$ cat src/common/rtc_map.svh
`ifndef RTC_MAP_SVH
`define RTC_MAP_SVH

// ----------------------------------------
// Register indices (byte address = 4 * index)
// ----------------------------------------
`define RTC_IDX_RELOAD   8'hCD
`define RTC_IDX_AUX      8'hD8
`define RTC_IDX_MODE     8'hDA
`define RTC_IDX_COUNT    8'hDB

// ----------------------------------------
// Reset values and masks
// ----------------------------------------
`define RTC_RST_BYTE     8'h00
`define RTC_AUX_WMASK    8'hF6
`define RTC_BYTE_ONES    8'hFF
`define RTC_FULL_MASK    8'hFF
`define RTC_MASK_64      8'h3F
`define RTC_MASK_32      8'h1F
`define RTC_MASK_16      8'h0F
`define RTC_ONE          8'h01

// ----------------------------------------
// Bus shape
// ----------------------------------------
`define RTC_ADDR_W       10
`define RTC_DATA_W       32
`define RTC_BE_W         4
`define RTC_IDX_PAD      2'h0
`define RTC_RD_PAD       24'h000000

// ----------------------------------------
// Clock
// ----------------------------------------
`define RTC_CLK_MHZ      20

`endif

$ cat src/common/rtc_pkg.sv
package rtc_pkg;

  // ----------------------------------------
  // Field layouts, bit 7 first
  // ----------------------------------------
  typedef struct packed {
    logic       run;
    logic [2:0] rate;
    logic       ext_sel;
    logic       reload_en;
    logic       toggle_en;
    logic       pwm_en;
  } rtc_mode_t;

  typedef struct packed {
    logic [3:0] other_timer;
    logic       rsvd3;
    logic       path_sel;
    logic       div_sel;
    logic       rsvd0;
  } rtc_aux_t;

  // PWM boundary code {reload_en, toggle_en}
  typedef enum logic [1:0] {
    RTC_B256,
    RTC_B64,
    RTC_B32,
    RTC_B16
  } rtc_bound_t;

endpackage

$ cat src/design/rtc_timer.sv
`timescale 1ns/1ps
`default_nettype none
`include "rtc_map.svh"

// Behaviour
// - Eight-bit up counter, double-buffered reload
// - Overflow keeps counting, raises timeout request
// - Non-PWM overflow is all-ones to zero, or to reload if enabled
// - Event mode counts each pin falling edge
// - Mode bit 3 picks internal or pin
// - Pin source ignores prescale, clears pin flag
// - Prescale code 000 /256 down to /2
// - Run bit stops or starts counting
// - PWM enable bit; boundary from two bits
// - Toggle enable drives pin with toggle
// - Reload enable gates overflow auto-reload
// - Aux bit 2 hands source to divider
// - Divider bit: oscillator /2 or /1
// - Internal PWM boundary 256/64/32/16
// - Short boundaries use only low bits
// - Auto-reload copies reload on overflow
// - Reload write waits in holding buffer
// - PWM mode always reloads
// - Toggle flips at each overflow
// - PWM high while count below reload
// - Reload zero keeps PWM low
module rtc_timer
  import rtc_pkg::*;
(
  // Clock and reset
  input  wire logic                    clk_i,
  input  wire logic                    sys_rst_i,
  // Avalon-MM slave
  input  wire logic [`RTC_ADDR_W-1:0]  avs_address_i,
  input  wire logic                    avs_read_i,
  input  wire logic                    avs_write_i,
  input  wire logic [`RTC_DATA_W-1:0]  avs_writedata_i,
  input  wire logic [`RTC_BE_W-1:0]    avs_byteenable_i,
  output logic      [`RTC_DATA_W-1:0]  avs_readdata_o,
  output logic                         avs_waitrequest_o,
  // Count sources
  input  wire logic                    fcpu_tick_i,
  input  wire logic                    hosc_tick_i,
  input  wire logic                    ext_event_pin_i,
  // Event pin flag
  input  wire logic                    pin_irq_clr_i,
  output logic                         pin_irq_flag_o,
  // General I/O path of the shared pin
  input  wire logic                    gpio_out_i,
  input  wire logic                    gpio_oe_i,
  // Shared pin and timeout
  output logic                         toggle_pwm_pin_o,
  output logic                         toggle_pwm_pin_oe_o,
  output logic                         timeout_irq_o
);

  // ----------------------------------------
  // Declarations
  // ----------------------------------------
  // Registers
  rtc_mode_t   mode_q;
  rtc_aux_t    aux_q;
  logic [7:0]  count_q;
  logic [7:0]  count_d;
  logic [7:0]  hold_q;
  logic [7:0]  active_q;
  logic        toggle_q;

  // Bus side
  logic        ack_q;
  logic [31:0] rdata_q;
  logic        sel_reload;
  logic        sel_aux;
  logic        sel_mode;
  logic        sel_count;
  logic        wr_go;
  logic        rd_go;
  logic        lane0;

  // Count sources
  logic [7:0]  pre_q;
  logic [7:0]  pre_mask;
  logic        pre_tick;
  logic        hdiv_q;
  logic        hosc_cnt_tick;
  logic        use_ext;
  logic        use_hosc;
  logic        cnt_tick;

  // Event pin synchroniser
  logic        sync1_q;
  logic        sync2_q;
  logic        prev_q;
  logic        pin_fall;

  // Boundary and outputs
  logic [7:0]  bmask;
  logic        ovf;
  logic        reload_act;
  logic        pwm_level;
  logic        pin_d;
  logic        oe_d;

  // ----------------------------------------
  // Bus slave
  // ----------------------------------------
  // One wait cycle so read data is registered
  always_ff @(posedge clk_i or posedge sys_rst_i) begin
    if (sys_rst_i) begin
      ack_q <= 1'b0;
    end else begin
      ack_q <= (avs_read_i | avs_write_i) & ~ack_q;
    end
  end

  assign avs_waitrequest_o = (avs_read_i | avs_write_i) & ~ack_q;
  assign wr_go     = avs_write_i & ack_q;
  assign rd_go     = avs_read_i & ~ack_q;
  assign lane0     = avs_byteenable_i[0];

  // ----------------------------------------
  // Address decode
  // ----------------------------------------
  // Full decode, so aliases read zero
  assign sel_reload = avs_address_i == {`RTC_IDX_RELOAD, `RTC_IDX_PAD};
  assign sel_aux   = avs_address_i == {`RTC_IDX_AUX, `RTC_IDX_PAD};
  assign sel_mode  = avs_address_i == {`RTC_IDX_MODE, `RTC_IDX_PAD};
  assign sel_count = avs_address_i == {`RTC_IDX_COUNT, `RTC_IDX_PAD};

  // Reload is write-only; unmapped reads zero
  always_ff @(posedge clk_i or posedge sys_rst_i) begin
    if (sys_rst_i) begin
      rdata_q <= {`RTC_RD_PAD, `RTC_RST_BYTE};
    end else if (rd_go) begin
      if (sel_aux) begin
        rdata_q <= {`RTC_RD_PAD, aux_q};
      end else if (sel_mode) begin
        rdata_q <= {`RTC_RD_PAD, mode_q};
      end else if (sel_count) begin
        rdata_q <= {`RTC_RD_PAD, count_q};
      end else begin
        rdata_q <= {`RTC_RD_PAD, `RTC_RST_BYTE};
      end
    end
  end

  assign avs_readdata_o = rdata_q;

  // ----------------------------------------
  // Control registers
  // ----------------------------------------
  // Whole byte writable, read back as stored
  always_ff @(posedge clk_i or posedge sys_rst_i) begin
    if (sys_rst_i) begin
      mode_q <= rtc_mode_t'(`RTC_RST_BYTE);
    end else if (wr_go & lane0 & sel_mode) begin
      mode_q <= rtc_mode_t'(avs_writedata_i[7:0]);
    end
  end

  // Reserved aux bits stay zero
  always_ff @(posedge clk_i or posedge sys_rst_i) begin
    if (sys_rst_i) begin
      aux_q <= rtc_aux_t'(`RTC_RST_BYTE);
    end else if (wr_go & lane0 & sel_aux) begin
      aux_q <= rtc_aux_t'(avs_writedata_i[7:0] & `RTC_AUX_WMASK);
    end
  end

  always_ff @(posedge clk_i or posedge sys_rst_i) begin
    if (sys_rst_i) begin
      hold_q <= `RTC_RST_BYTE;
    end else if (wr_go & lane0 & sel_reload) begin
      hold_q <= avs_writedata_i[7:0];
    end
  end

  always_ff @(posedge clk_i or posedge sys_rst_i) begin
    if (sys_rst_i) begin
      active_q <= `RTC_RST_BYTE;
    end else if (ovf) begin
      active_q <= hold_q;
    end
  end

  // ----------------------------------------
  // Prescaler
  // ----------------------------------------
  // divisor 256 >> code
  assign pre_mask = `RTC_FULL_MASK >> mode_q.rate;
  assign pre_tick = fcpu_tick_i & ((pre_q & pre_mask) == pre_mask);

  // Cleared while stopped for a clean first period
  always_ff @(posedge clk_i or posedge sys_rst_i) begin
    if (sys_rst_i) begin
      pre_q <= `RTC_RST_BYTE;
    end else if (!mode_q.run) begin
      pre_q <= `RTC_RST_BYTE;
    end else if (fcpu_tick_i) begin
      pre_q <= pre_q + `RTC_ONE;
    end
  end

  // Free-running, so a first halved period may be short
  // oscillator divide by two or one
  always_ff @(posedge clk_i or posedge sys_rst_i) begin
    if (sys_rst_i) begin
      hdiv_q <= 1'b0;
    end else if (hosc_tick_i) begin
      hdiv_q <= ~hdiv_q;
    end
  end

  assign hosc_cnt_tick = hosc_tick_i & (aux_q.div_sel | hdiv_q);

  // ----------------------------------------
  // Event pin
  // ----------------------------------------
  // Reset high matches the idle pin: no false edge
  // two-flop sync then edge detect
  always_ff @(posedge clk_i or posedge sys_rst_i) begin
    if (sys_rst_i) begin
      sync1_q <= 1'b1;
      sync2_q <= 1'b1;
      prev_q  <= 1'b1;
    end else begin
      sync1_q <= ext_event_pin_i;
      sync2_q <= sync1_q;
      prev_q  <= sync2_q;
    end
  end

  assign pin_fall = prev_q & ~sync2_q;

  // An edge beats a clear in the same cycle
  // flag forced low under pin source
  always_ff @(posedge clk_i or posedge sys_rst_i) begin
    if (sys_rst_i) begin
      pin_irq_flag_o <= 1'b0;
    end else if (use_ext) begin
      pin_irq_flag_o <= 1'b0;
    end else if (pin_fall) begin
      pin_irq_flag_o <= 1'b1;
    end else if (pin_irq_clr_i) begin
      pin_irq_flag_o <= 1'b0;
    end
  end

  // ----------------------------------------
  // Source selection
  // ----------------------------------------
  // aux path bit overrides mode bit
  assign use_hosc = aux_q.path_sel;
  // mode bit picks pin or internal
  assign use_ext  = ~aux_q.path_sel & mode_q.ext_sel;

  always_comb begin
    if (use_hosc) begin
      cnt_tick = hosc_cnt_tick;
    end else if (use_ext) begin
      cnt_tick = pin_fall;
    end else begin
      cnt_tick = pre_tick;
    end
    cnt_tick = cnt_tick & mode_q.run;
  end

  // ----------------------------------------
  // Boundary
  // ----------------------------------------
  // Pin source keeps the full 256 boundary
  // PWM boundary only on internal clock
  always_comb begin
    bmask = `RTC_FULL_MASK;
    if (mode_q.pwm_en & ~use_ext) begin
      case (rtc_bound_t'({mode_q.reload_en, mode_q.toggle_en}))
        RTC_B256: bmask = `RTC_FULL_MASK;
        RTC_B64:  bmask = `RTC_MASK_64;
        RTC_B32:  bmask = `RTC_MASK_32;
        RTC_B16:  bmask = `RTC_MASK_16;
        default:  bmask = `RTC_FULL_MASK;
      endcase
    end
  end

  assign ovf = cnt_tick & ((count_q & bmask) == bmask);

  assign reload_act = mode_q.pwm_en | mode_q.reload_en;

  // ----------------------------------------
  // Counter
  // ----------------------------------------
  // Masked increment keeps short boundaries wrapping
  // wrap or reload, keep counting
  always_comb begin
    count_d = count_q;
    if (ovf) begin
      count_d = reload_act ? (active_q & bmask) : `RTC_RST_BYTE;
    end else if (cnt_tick) begin
      count_d = (count_q + `RTC_ONE) & bmask;
    end
  end

  // Software write to the count wins over a tick
  always_ff @(posedge clk_i or posedge sys_rst_i) begin
    if (sys_rst_i) begin
      count_q <= `RTC_RST_BYTE;
    end else if (wr_go & lane0 & sel_count) begin
      count_q <= avs_writedata_i[7:0];
    end else begin
      count_q <= count_d;
    end
  end

  // Registered, so it trails the overflow by a cycle
  // one-cycle timeout request
  always_ff @(posedge clk_i or posedge sys_rst_i) begin
    if (sys_rst_i) begin
      timeout_irq_o <= 1'b0;
    end else begin
      timeout_irq_o <= ovf;
    end
  end

  // ----------------------------------------
  // Outputs
  // ----------------------------------------
  // toggle at each overflow
  always_ff @(posedge clk_i or posedge sys_rst_i) begin
    if (sys_rst_i) begin
      toggle_q <= 1'b0;
    end else if (ovf) begin
      toggle_q <= ~toggle_q;
    end
  end

  // Level is ignored unless the pin is in PWM
  // compare on significant bits
  assign pwm_level = (count_q & bmask) < (active_q & bmask);

  // PWM first, then toggle, else I/O
  always_comb begin
    if (mode_q.pwm_en) begin
      pin_d = pwm_level;
      oe_d  = 1'b1;
    end else if (mode_q.toggle_en) begin
      pin_d = toggle_q;
      oe_d  = 1'b1;
    end else begin
      pin_d = gpio_out_i;
      oe_d  = gpio_oe_i;
    end
  end

  // Registered pin avoids compare glitches
  always_ff @(posedge clk_i or posedge sys_rst_i) begin
    if (sys_rst_i) begin
      toggle_pwm_pin_o    <= 1'b0;
      toggle_pwm_pin_oe_o <= 1'b0;
    end else begin
      toggle_pwm_pin_o    <= pin_d;
      toggle_pwm_pin_oe_o <= oe_d;
    end
  end

endmodule

`default_nettype wire

$ cat config.mk
export PLATFORM = sky130hd
export DESIGN_NAME = rtc_timer
export DESIGN_NICKNAME = d
export VERILOG_FILES = /design/src/common/rtc_pkg.sv /design/src/design/rtc_timer.sv
export VERILOG_INCLUDE_DIRS = /design/src /design/src/common
export SDC_FILE = /design/constraint.sdc
export NUM_CORES = 1
export LEC_CHECK = 0
export BUFFER_PORTS_ARGS = -buffer_cell sky130_fd_sc_hd__buf_2
export CAP_MARGIN = 30
export CORE_MARGIN = 2
export CORE_UTILIZATION = 57
export CTS_CLUSTER_DIAMETER = 40
export CTS_CLUSTER_SIZE = 14
export DETAILED_ROUTE_END_ITERATION = 10
export HOLD_SLACK_MARGIN = 0.06
export PLACE_DENSITY = 0.81
export SLEW_MARGIN = 20
export SYNTH_ARGS = -nofsm -noshare
export SYNTH_HDL_FRONTEND = slang
export SYNTH_SLANG_ARGS = --single-unit
$ cat constraint.sdc
create_clock -name clk_i -period 4.6 [get_ports clk_i]
set_input_delay 0.46 -clock clk_i [delete_from_list [all_inputs] [get_ports clk_i]]
set_output_delay 0.46 -clock clk_i [all_outputs]
set_load 0.05 [all_outputs]
[Yosys cells after proc, flatten, opt, wreduce, memory -nomap -nowiden]
Index checks and enable logic that the tools add are counted.
Storage, ports and cells
  bits of input ports: 56
  memories: 0
  latch bits: 0
  logic and storage cells: 89
  register bits: 88
  ROM bits: 0
  RAM bits: 0
Operators by class
  muxes and demuxes: 20
  bitwise operators: 28
  div/mod/pow operators: 0
  reductions and logical operators: 3
  shifts and indexed selects: 1
  $add $sub $neg: 2
  $lt $le $gt $ge: 1
  equality and inequality tests: 10
  $mul: 0
Operators with widths (number)
  2-to-1 mux 8 bit: 10
  equality test 10 bit, second input constant: 4
  bitwise AND 8 bit: 4
  case mux 8 bit (4 select lines): 1
  adder 8 x 1 -> 8 bit, second input constant: 2
  equality test 8 bit: 2
  bitwise AND 1 bit: 15
  2-to-1 mux 1 bit: 9
  < comparator 8 bit: 1
  right shift 8 x 3 -> 8 bit, first input constant: 1
  NOT 1 bit: 6
  nonzero test 3 bit: 2
  equality test 2 bit, second input constant: 2
  OR 1 bit: 3
  equality test 2 x 1 -> 1 bit, second input constant: 1
  logical NOT 2 bit: 1
  != test 2 bit, second input constant: 1

[Longest topological paths before layout]
  depth in word-level cells: 10
  depth in mapped cells: 8

[Least setup slack after synthesis]
No wires, ideal clock.
  path kind: reg2reg
  from: register mode_q[1] in the netlist's numbering
  to: register toggle_pwm_pin_o
  data required time: 4.513 ns
  arrival time: 1.999 ns
  clock period less this slack: 2.085 ns
  stages on the path, launching flop included: 9
  setup slack: 2.515 ns
  path through: dfrtp_1 -> clkbuf_2 -> o211ai_1 -> nand2_1 -> ha_1 -> or4b_2 -> a21oi_1 -> o21ai_0 -> o211ai_1
Between the ends
  word-level cells in the longest chain between the ends: 6
  elaborated cells between the ends (all ways): 11
  classes of those cells: order compare: 1; eq/ne: 3; mux: 4; bitwise: 2; reduce/logical: 1
Ends and longest elaborated chain
  start: declaration: line rtc_timer.sv:61  | rtc_mode_t mode_q;
  start signal: assignment: line rtc_timer.sv:155  | mode_q <= rtc_mode_t'(`RTC_RST_BYTE);
  start signal: assignment: line rtc_timer.sv:157  | mode_q <= rtc_mode_t'(avs_writedata_i[7:0]);
  equality test 2 bit (tied with other cells): line rtc_timer.sv:276  | case (rtc_bound_t'({mode_q.reload_en, mode_q.toggle_en}))
  case mux 8 bit (4 select lines): line rtc_timer.sv:276
  2-to-1 mux 8 bit: line rtc_timer.sv:275  | if (mode_q.pwm_en & ~use_ext) begin
  bitwise AND 8 bit: line rtc_timer.sv:339  | assign pwm_level = (count_q & bmask) < (active_q & bmask);
  < comparator 8 bit: line rtc_timer.sv:339
  2-to-1 mux 1 bit *: line rtc_timer.sv:343  | if (mode_q.pwm_en) begin
  net pin_d: line rtc_timer.sv:101  | logic pin_d;
  end signal: assignment: line rtc_timer.sv:361  | toggle_pwm_pin_o <= pin_d;
  end: declaration: line rtc_timer.sv:52  | output logic toggle_pwm_pin_o,
The timed path passes the listed nets; every way through them passes the cells marked *. The select of a mux whose other input is x is not followed.
A chain may end at the register's enable or synchronous reset.

[Final worst setup path]
  from: register aux_q, in the netlist use_hosc
  to: register toggle_pwm_pin_o
Between the ends
  word-level cells in the longest chain between the ends: 8
  elaborated cells between the ends (all ways): 9
  classes of those cells: order compare: 1; mux: 2; bitwise: 6
Ends and longest elaborated chain
  start: declaration: line rtc_timer.sv:62  | rtc_aux_t aux_q;
  start signal: assignment: line rtc_timer.sv:164  | aux_q <= rtc_aux_t'(`RTC_RST_BYTE);
  start signal: assignment: line rtc_timer.sv:166  | aux_q <= rtc_aux_t'(avs_writedata_i[7:0] & `RTC_AUX_WMASK);
  NOT 1 bit *: line rtc_timer.sv:255  | assign use_ext = ~aux_q.path_sel & mode_q.ext_sel;
  bitwise AND 1 bit *: line rtc_timer.sv:255
  NOT 1 bit *: line rtc_timer.sv:275
  bitwise AND 1 bit *: line rtc_timer.sv:275
  2-to-1 mux 8 bit *: line rtc_timer.sv:275
  bitwise AND 8 bit: line rtc_timer.sv:339
  < comparator 8 bit *: line rtc_timer.sv:339
  2-to-1 mux 1 bit *: line rtc_timer.sv:343
  net pin_d: line rtc_timer.sv:101
The timed path passes the listed nets; every way through them passes the cells marked *.

==> summary.txt <==
Outcome: finished, final reports clean
Clock latency at the later pin of the worst-skew pair: 0.35 ns
Area occupied by registers: 1610 µm²
Warning count from the yosys run: 0
Initial Util: 59.2%
Global-route usage over all layers: 23.4%
CP peak stage delay: 0.67 ns
Vias after detailed routing: 2524
Core Rows: 28
Seq/Total Area, Yosys: 45.5%
Average via count per standard cell: 5.63
Overall die area: 6830 µm²
Area fraction of the dominant cell type after synthesis: 43.3%
Global-route congestion overflow total: 0
CTS hold repair buffers: 0
Unrepaired setup endpoints after global routing: false
Maximum achievable frequency: 406 MHz
Total negative slack for setup checks: 0 ns
Per-instance average area after synthesis: 10.7 µm²
H-tree levels: 3
Multi-input combinational cell area: 1730 µm²
Post-DR wirelength/cell: 16.4 µm
Pwr Density: 298 nW/µm²
Worst vdd rail ir drop: 0.000216 V
Actual slew at the worst max-slew pin: 0.795 ns
Arrival @ worst endpoint: 2.72 ns
Cell with the biggest individual delay on the critical path: sky130_fd_sc_hd__or4b_2
Overall routed net length: 7360 µm
Antenna violations before repair: 0
Die boundary height: 82.7 µm
Flop and latch count out of synthesis: 64
Internal portion of total power: 842 µW
Required time at the worst-slack endpoint: 4.86 ns
Netlist area before placement: 3530 µm²
Switching Fraction: 26.5%
DR DRC count: 0
Sinks on Clock Net: 64
Setup Buffers After CTS: 0
Detailed Routing Iterations Pass 1: 4
Post-synthesis cell type with the largest combined area: sky130_fd_sc_hd__dfrtp_1
Longest Clk Path Bufs: 2
Placed insts: 432
Fraction of final layout cells sized beyond drive strength 1: 27.6%
Final Hold Viols: 0
Largest delay share family, worst path: simple AND/OR/NAND/NOR gates
Final instance area: 3850 µm²
Area of placed instances: 3660 µm²
Final-layout fill cell count: 465
Post-route clock period utilization: 53.6%
Path category of the worst min-delay check: in -> reg
Signed area change from the synthesized netlist to the final layout: 9.05%
Num CTS Buffers: 9
Count of distinct cell types in the synthesized netlist: 53
Most used standard cell by instance count after synthesis: sky130_fd_sc_hd__dfrtp_1
Final setup vio count: 0
Core Box Area: 5960 µm²
Global-route wire length before repair: 11600 µm
Clock transition time at the flip-flop clock pins of the worst setup and hold paths: 0.07 ns
Vias in the first global route: 2329
Maximum number of pins on one net before global-route repair: 65
Largest fanout on the critical path: 7
Biggest area contributors in the synthesized netlist: sky130_fd_sc_hd__dfrtp_1 43%, sky130_fd_sc_hd__mux2_2 8.9%, sky130_fd_sc_hd__buf_4 5.5%
Buffers & Inverters on Critical Path: 0
Slew margin rel.: 47.0%
Kind of end point of the critical path: register
Flop pwr share: 50.7%
Remaining number of nets flagged by the antenna check after routing: 0
Final Skew: 0.0130 ns
Setup crit start kind: register
Leak Pwr: 1.91 nW
Max-slew violation total from the final report: 0
Post-cts resize count: 0
I/O pin count: 93
Number of enable flip-flop cells after synthesis: 0
CTS Root Cell: sky130_fd_sc_hd__clkbuf_8
Cell types with the highest counts after synthesis: 61 x sky130_fd_sc_hd__dfrtp_1, 28 x sky130_fd_sc_hd__mux2_2, 28 x sky130_fd_sc_hd__nand2_1
Weighted congestion reported at the end of routability-driven placement: 0.882
CTS tree: done
Synth Flop Type: sky130_fd_sc_hd__dfrtp_1
Critical path start-end classification: reg -> reg
Part of the total power dissipated in the clock network: 39.8%
Die extent in x: 82.7 µm
Cells traversed along the worst timing path: nand2b_2, o211ai_1, and2_1, ha_1, or4b_2, a21oi_1, o21ai_0, o211ai_1
R2r setup slk: 2.13 ns
Net Switching: 303 µW
Total of buffers placed on input and output ports: 41
Relative contribution of combinational cells to total power: 9.4%
Total power: 1.14 mW
Initial DRC count: 217
DPL Wire Length: 5230 µm
Final-stage net count: 433
Synthesized instance count: 330
Worst path most repeated cell: sky130_fd_sc_hd__o211ai_1
Max-cap check violation count: 0
Share of synthesized flip-flops with an asynchronous set or reset: 100%
Number of cells in the finished layout apart from fillers: 448
Final Critical Period: 2.47 ns
Antenna Diode Count: 0
[through the flow]
stage	hold slack [ns]	setup slack (ns)	utilization, %
after floorplan	0.345	2.51	-
after global placement	0.346	2.23	61.5
after detailed placement	0.348	2.18	61.5
after CTS	0.196	2.16	64.6
after global routing	0.200	2.00	64.6
final	0.211	2.13	64.6
[worst register-to-register path: stages, from the launching register on]
cell and delay (ns):
sky130_fd_sc_hd__dfrtp_1 0.42, sky130_fd_sc_hd__nand2b_2 0.24, sky130_fd_sc_hd__o211ai_1 0.23, sky130_fd_sc_hd__and2_1 0.24, sky130_fd_sc_hd__ha_1 0.18, sky130_fd_sc_hd__or4b_2 0.67, sky130_fd_sc_hd__a21oi_1 0.13, sky130_fd_sc_hd__o21ai_0 0.13
sky130_fd_sc_hd__o211ai_1 0.12
[cell type report]
type                       instances  share of cell area [%]
tap                               75                    2.44
multi-input combinational        244                    44.9
sequential                        64                    41.7
inverter                           7                   0.683
clock inverter                     5                    1.30
clock buffer                      11                    3.42
timing repair buffer              42                    5.53
[power groups by stage]
| stage | clock network [mW] | logic [mW] | registers [mW] |
|---|---|---|---|
| 6_report | 0.456 | 0.108 | 0.580 |
| 5_1_grt | 0.490 | 0.118 | 0.581 |
| 4_1_cts | 0.467 | 0.109 | 0.580 |
| 3_5_place_dp | 0 | 0.109 | 0.590 |
| 3_3_place_gp | 0 | 0.107 | 0.590 |
| 2_1_floorplan | 0 | 0.0906 | 0.595 |
[layer usage]
metal  share of wire, %  vias to the layer above  GRT usage (%)  wire length, µm
li1                   -                     1203              -                -
met1                 46                     1217           32.7             3380
met2                 46                       91           35.2             3380
met3                6.4                       13           5.00              471
met4                1.7                        0           10.0              125
met5                  0                        -              0                0
[registers in the layout (all words and copies together), names as in the netlist]
| name | cells |
|---|---|
| prev_q | 1 |
| sync2_q | 1 |
| aux_q | 5 |
| hdiv_q | 1 |
| avs_readdata_o | 8 |
| hold_q | 8 |
| toggle_pwm_pin_oe_o | 1 |
| toggle_pwm_pin_o | 1 |
| count_q | 8 |
| timeout_irq_o | 1 |
| ack_q | 1 |
| pin_irq_flag_o | 1 |
| active_q | 8 |
| sync1_q | 1 |
| mode_q | 8 |
| pre_q | 8 |
| use_hosc | 1 |
| toggle_q | 1 |
[path summary, 6_finish.rpt]
check | from | endpoint | depth (start not counted)
worst max-delay path | use_hosc$_DFFE_PP0P_ | toggle_pwm_pin_o$_DFF_PP0_ | 8
worst min-delay path | ext_event_pin_i | sync1_q$_DFF_PP1_ | 1
worst max register to register | use_hosc$_DFFE_PP0P_ | toggle_pwm_pin_o$_DFF_PP0_ | 8
worst min register to register | sync1_q$_DFF_PP1_ | sync2_q$_DFF_PP1_ | 0
min in group asynchronous | sys_rst_i | hold_q[1]$_DFFE_PP0P_ | 3
max in group asynchronous | sys_rst_i | mode_q[1]$_DFFE_PP0P_ | 3
[cell usage in the layout (no fill, tap or decap), types with 4 or more instances in the layout]
cell type	n
sky130_fd_sc_hd__and2_1	12
sky130_fd_sc_hd__nand3_1	6
sky130_fd_sc_hd__nand2_1	28
sky130_fd_sc_hd__nor2b_1	4
sky130_fd_sc_hd__mux2i_1	6
sky130_fd_sc_hd__clkinv_2	4
sky130_fd_sc_hd__o211ai_1	5
sky130_fd_sc_hd__a21o_1	4
sky130_fd_sc_hd__and3_1	11
sky130_fd_sc_hd__conb_1	24
sky130_fd_sc_hd__ha_1	9
sky130_fd_sc_hd__a21oi_1	12
sky130_fd_sc_hd__a22oi_1	6
sky130_fd_sc_hd__buf_2	41
sky130_fd_sc_hd__xor2_1	5
sky130_fd_sc_hd__nand4_1	4
sky130_fd_sc_hd__dfrtp_1	61
sky130_fd_sc_hd__mux2_4	6
sky130_fd_sc_hd__clkbuf_8	9
sky130_fd_sc_hd__nor2_1	11
sky130_fd_sc_hd__xnor2_1	7
sky130_fd_sc_hd__o21ai_0	19
sky130_fd_sc_hd__inv_1	6
sky130_fd_sc_hd__mux2_2	28
[kinds of logic (layout without fill, tap and decap cells)]
| family | Yosys count | in the layout | share of synthesized area [%] |
|---|---|---|---|
| buffers and inverters | 45 | 65 | 7.98 |
| flip-flops | 64 | 64 | 45.5 |
| AND/OR/NAND/NOR | 95 | 95 | 15.3 |
| AO/OA/AOI/OAI | 64 | 64 | 11.8 |
| adder cells (fa/ha/maj) | 9 | 9 | 3.19 |
| XOR/XNOR | 12 | 12 | 2.98 |
| multiplexers | 40 | 40 | 13.2 |
| other | 1 | 24 | 0.106 |
Note: power is estimated with default switching activity, not from simulation.
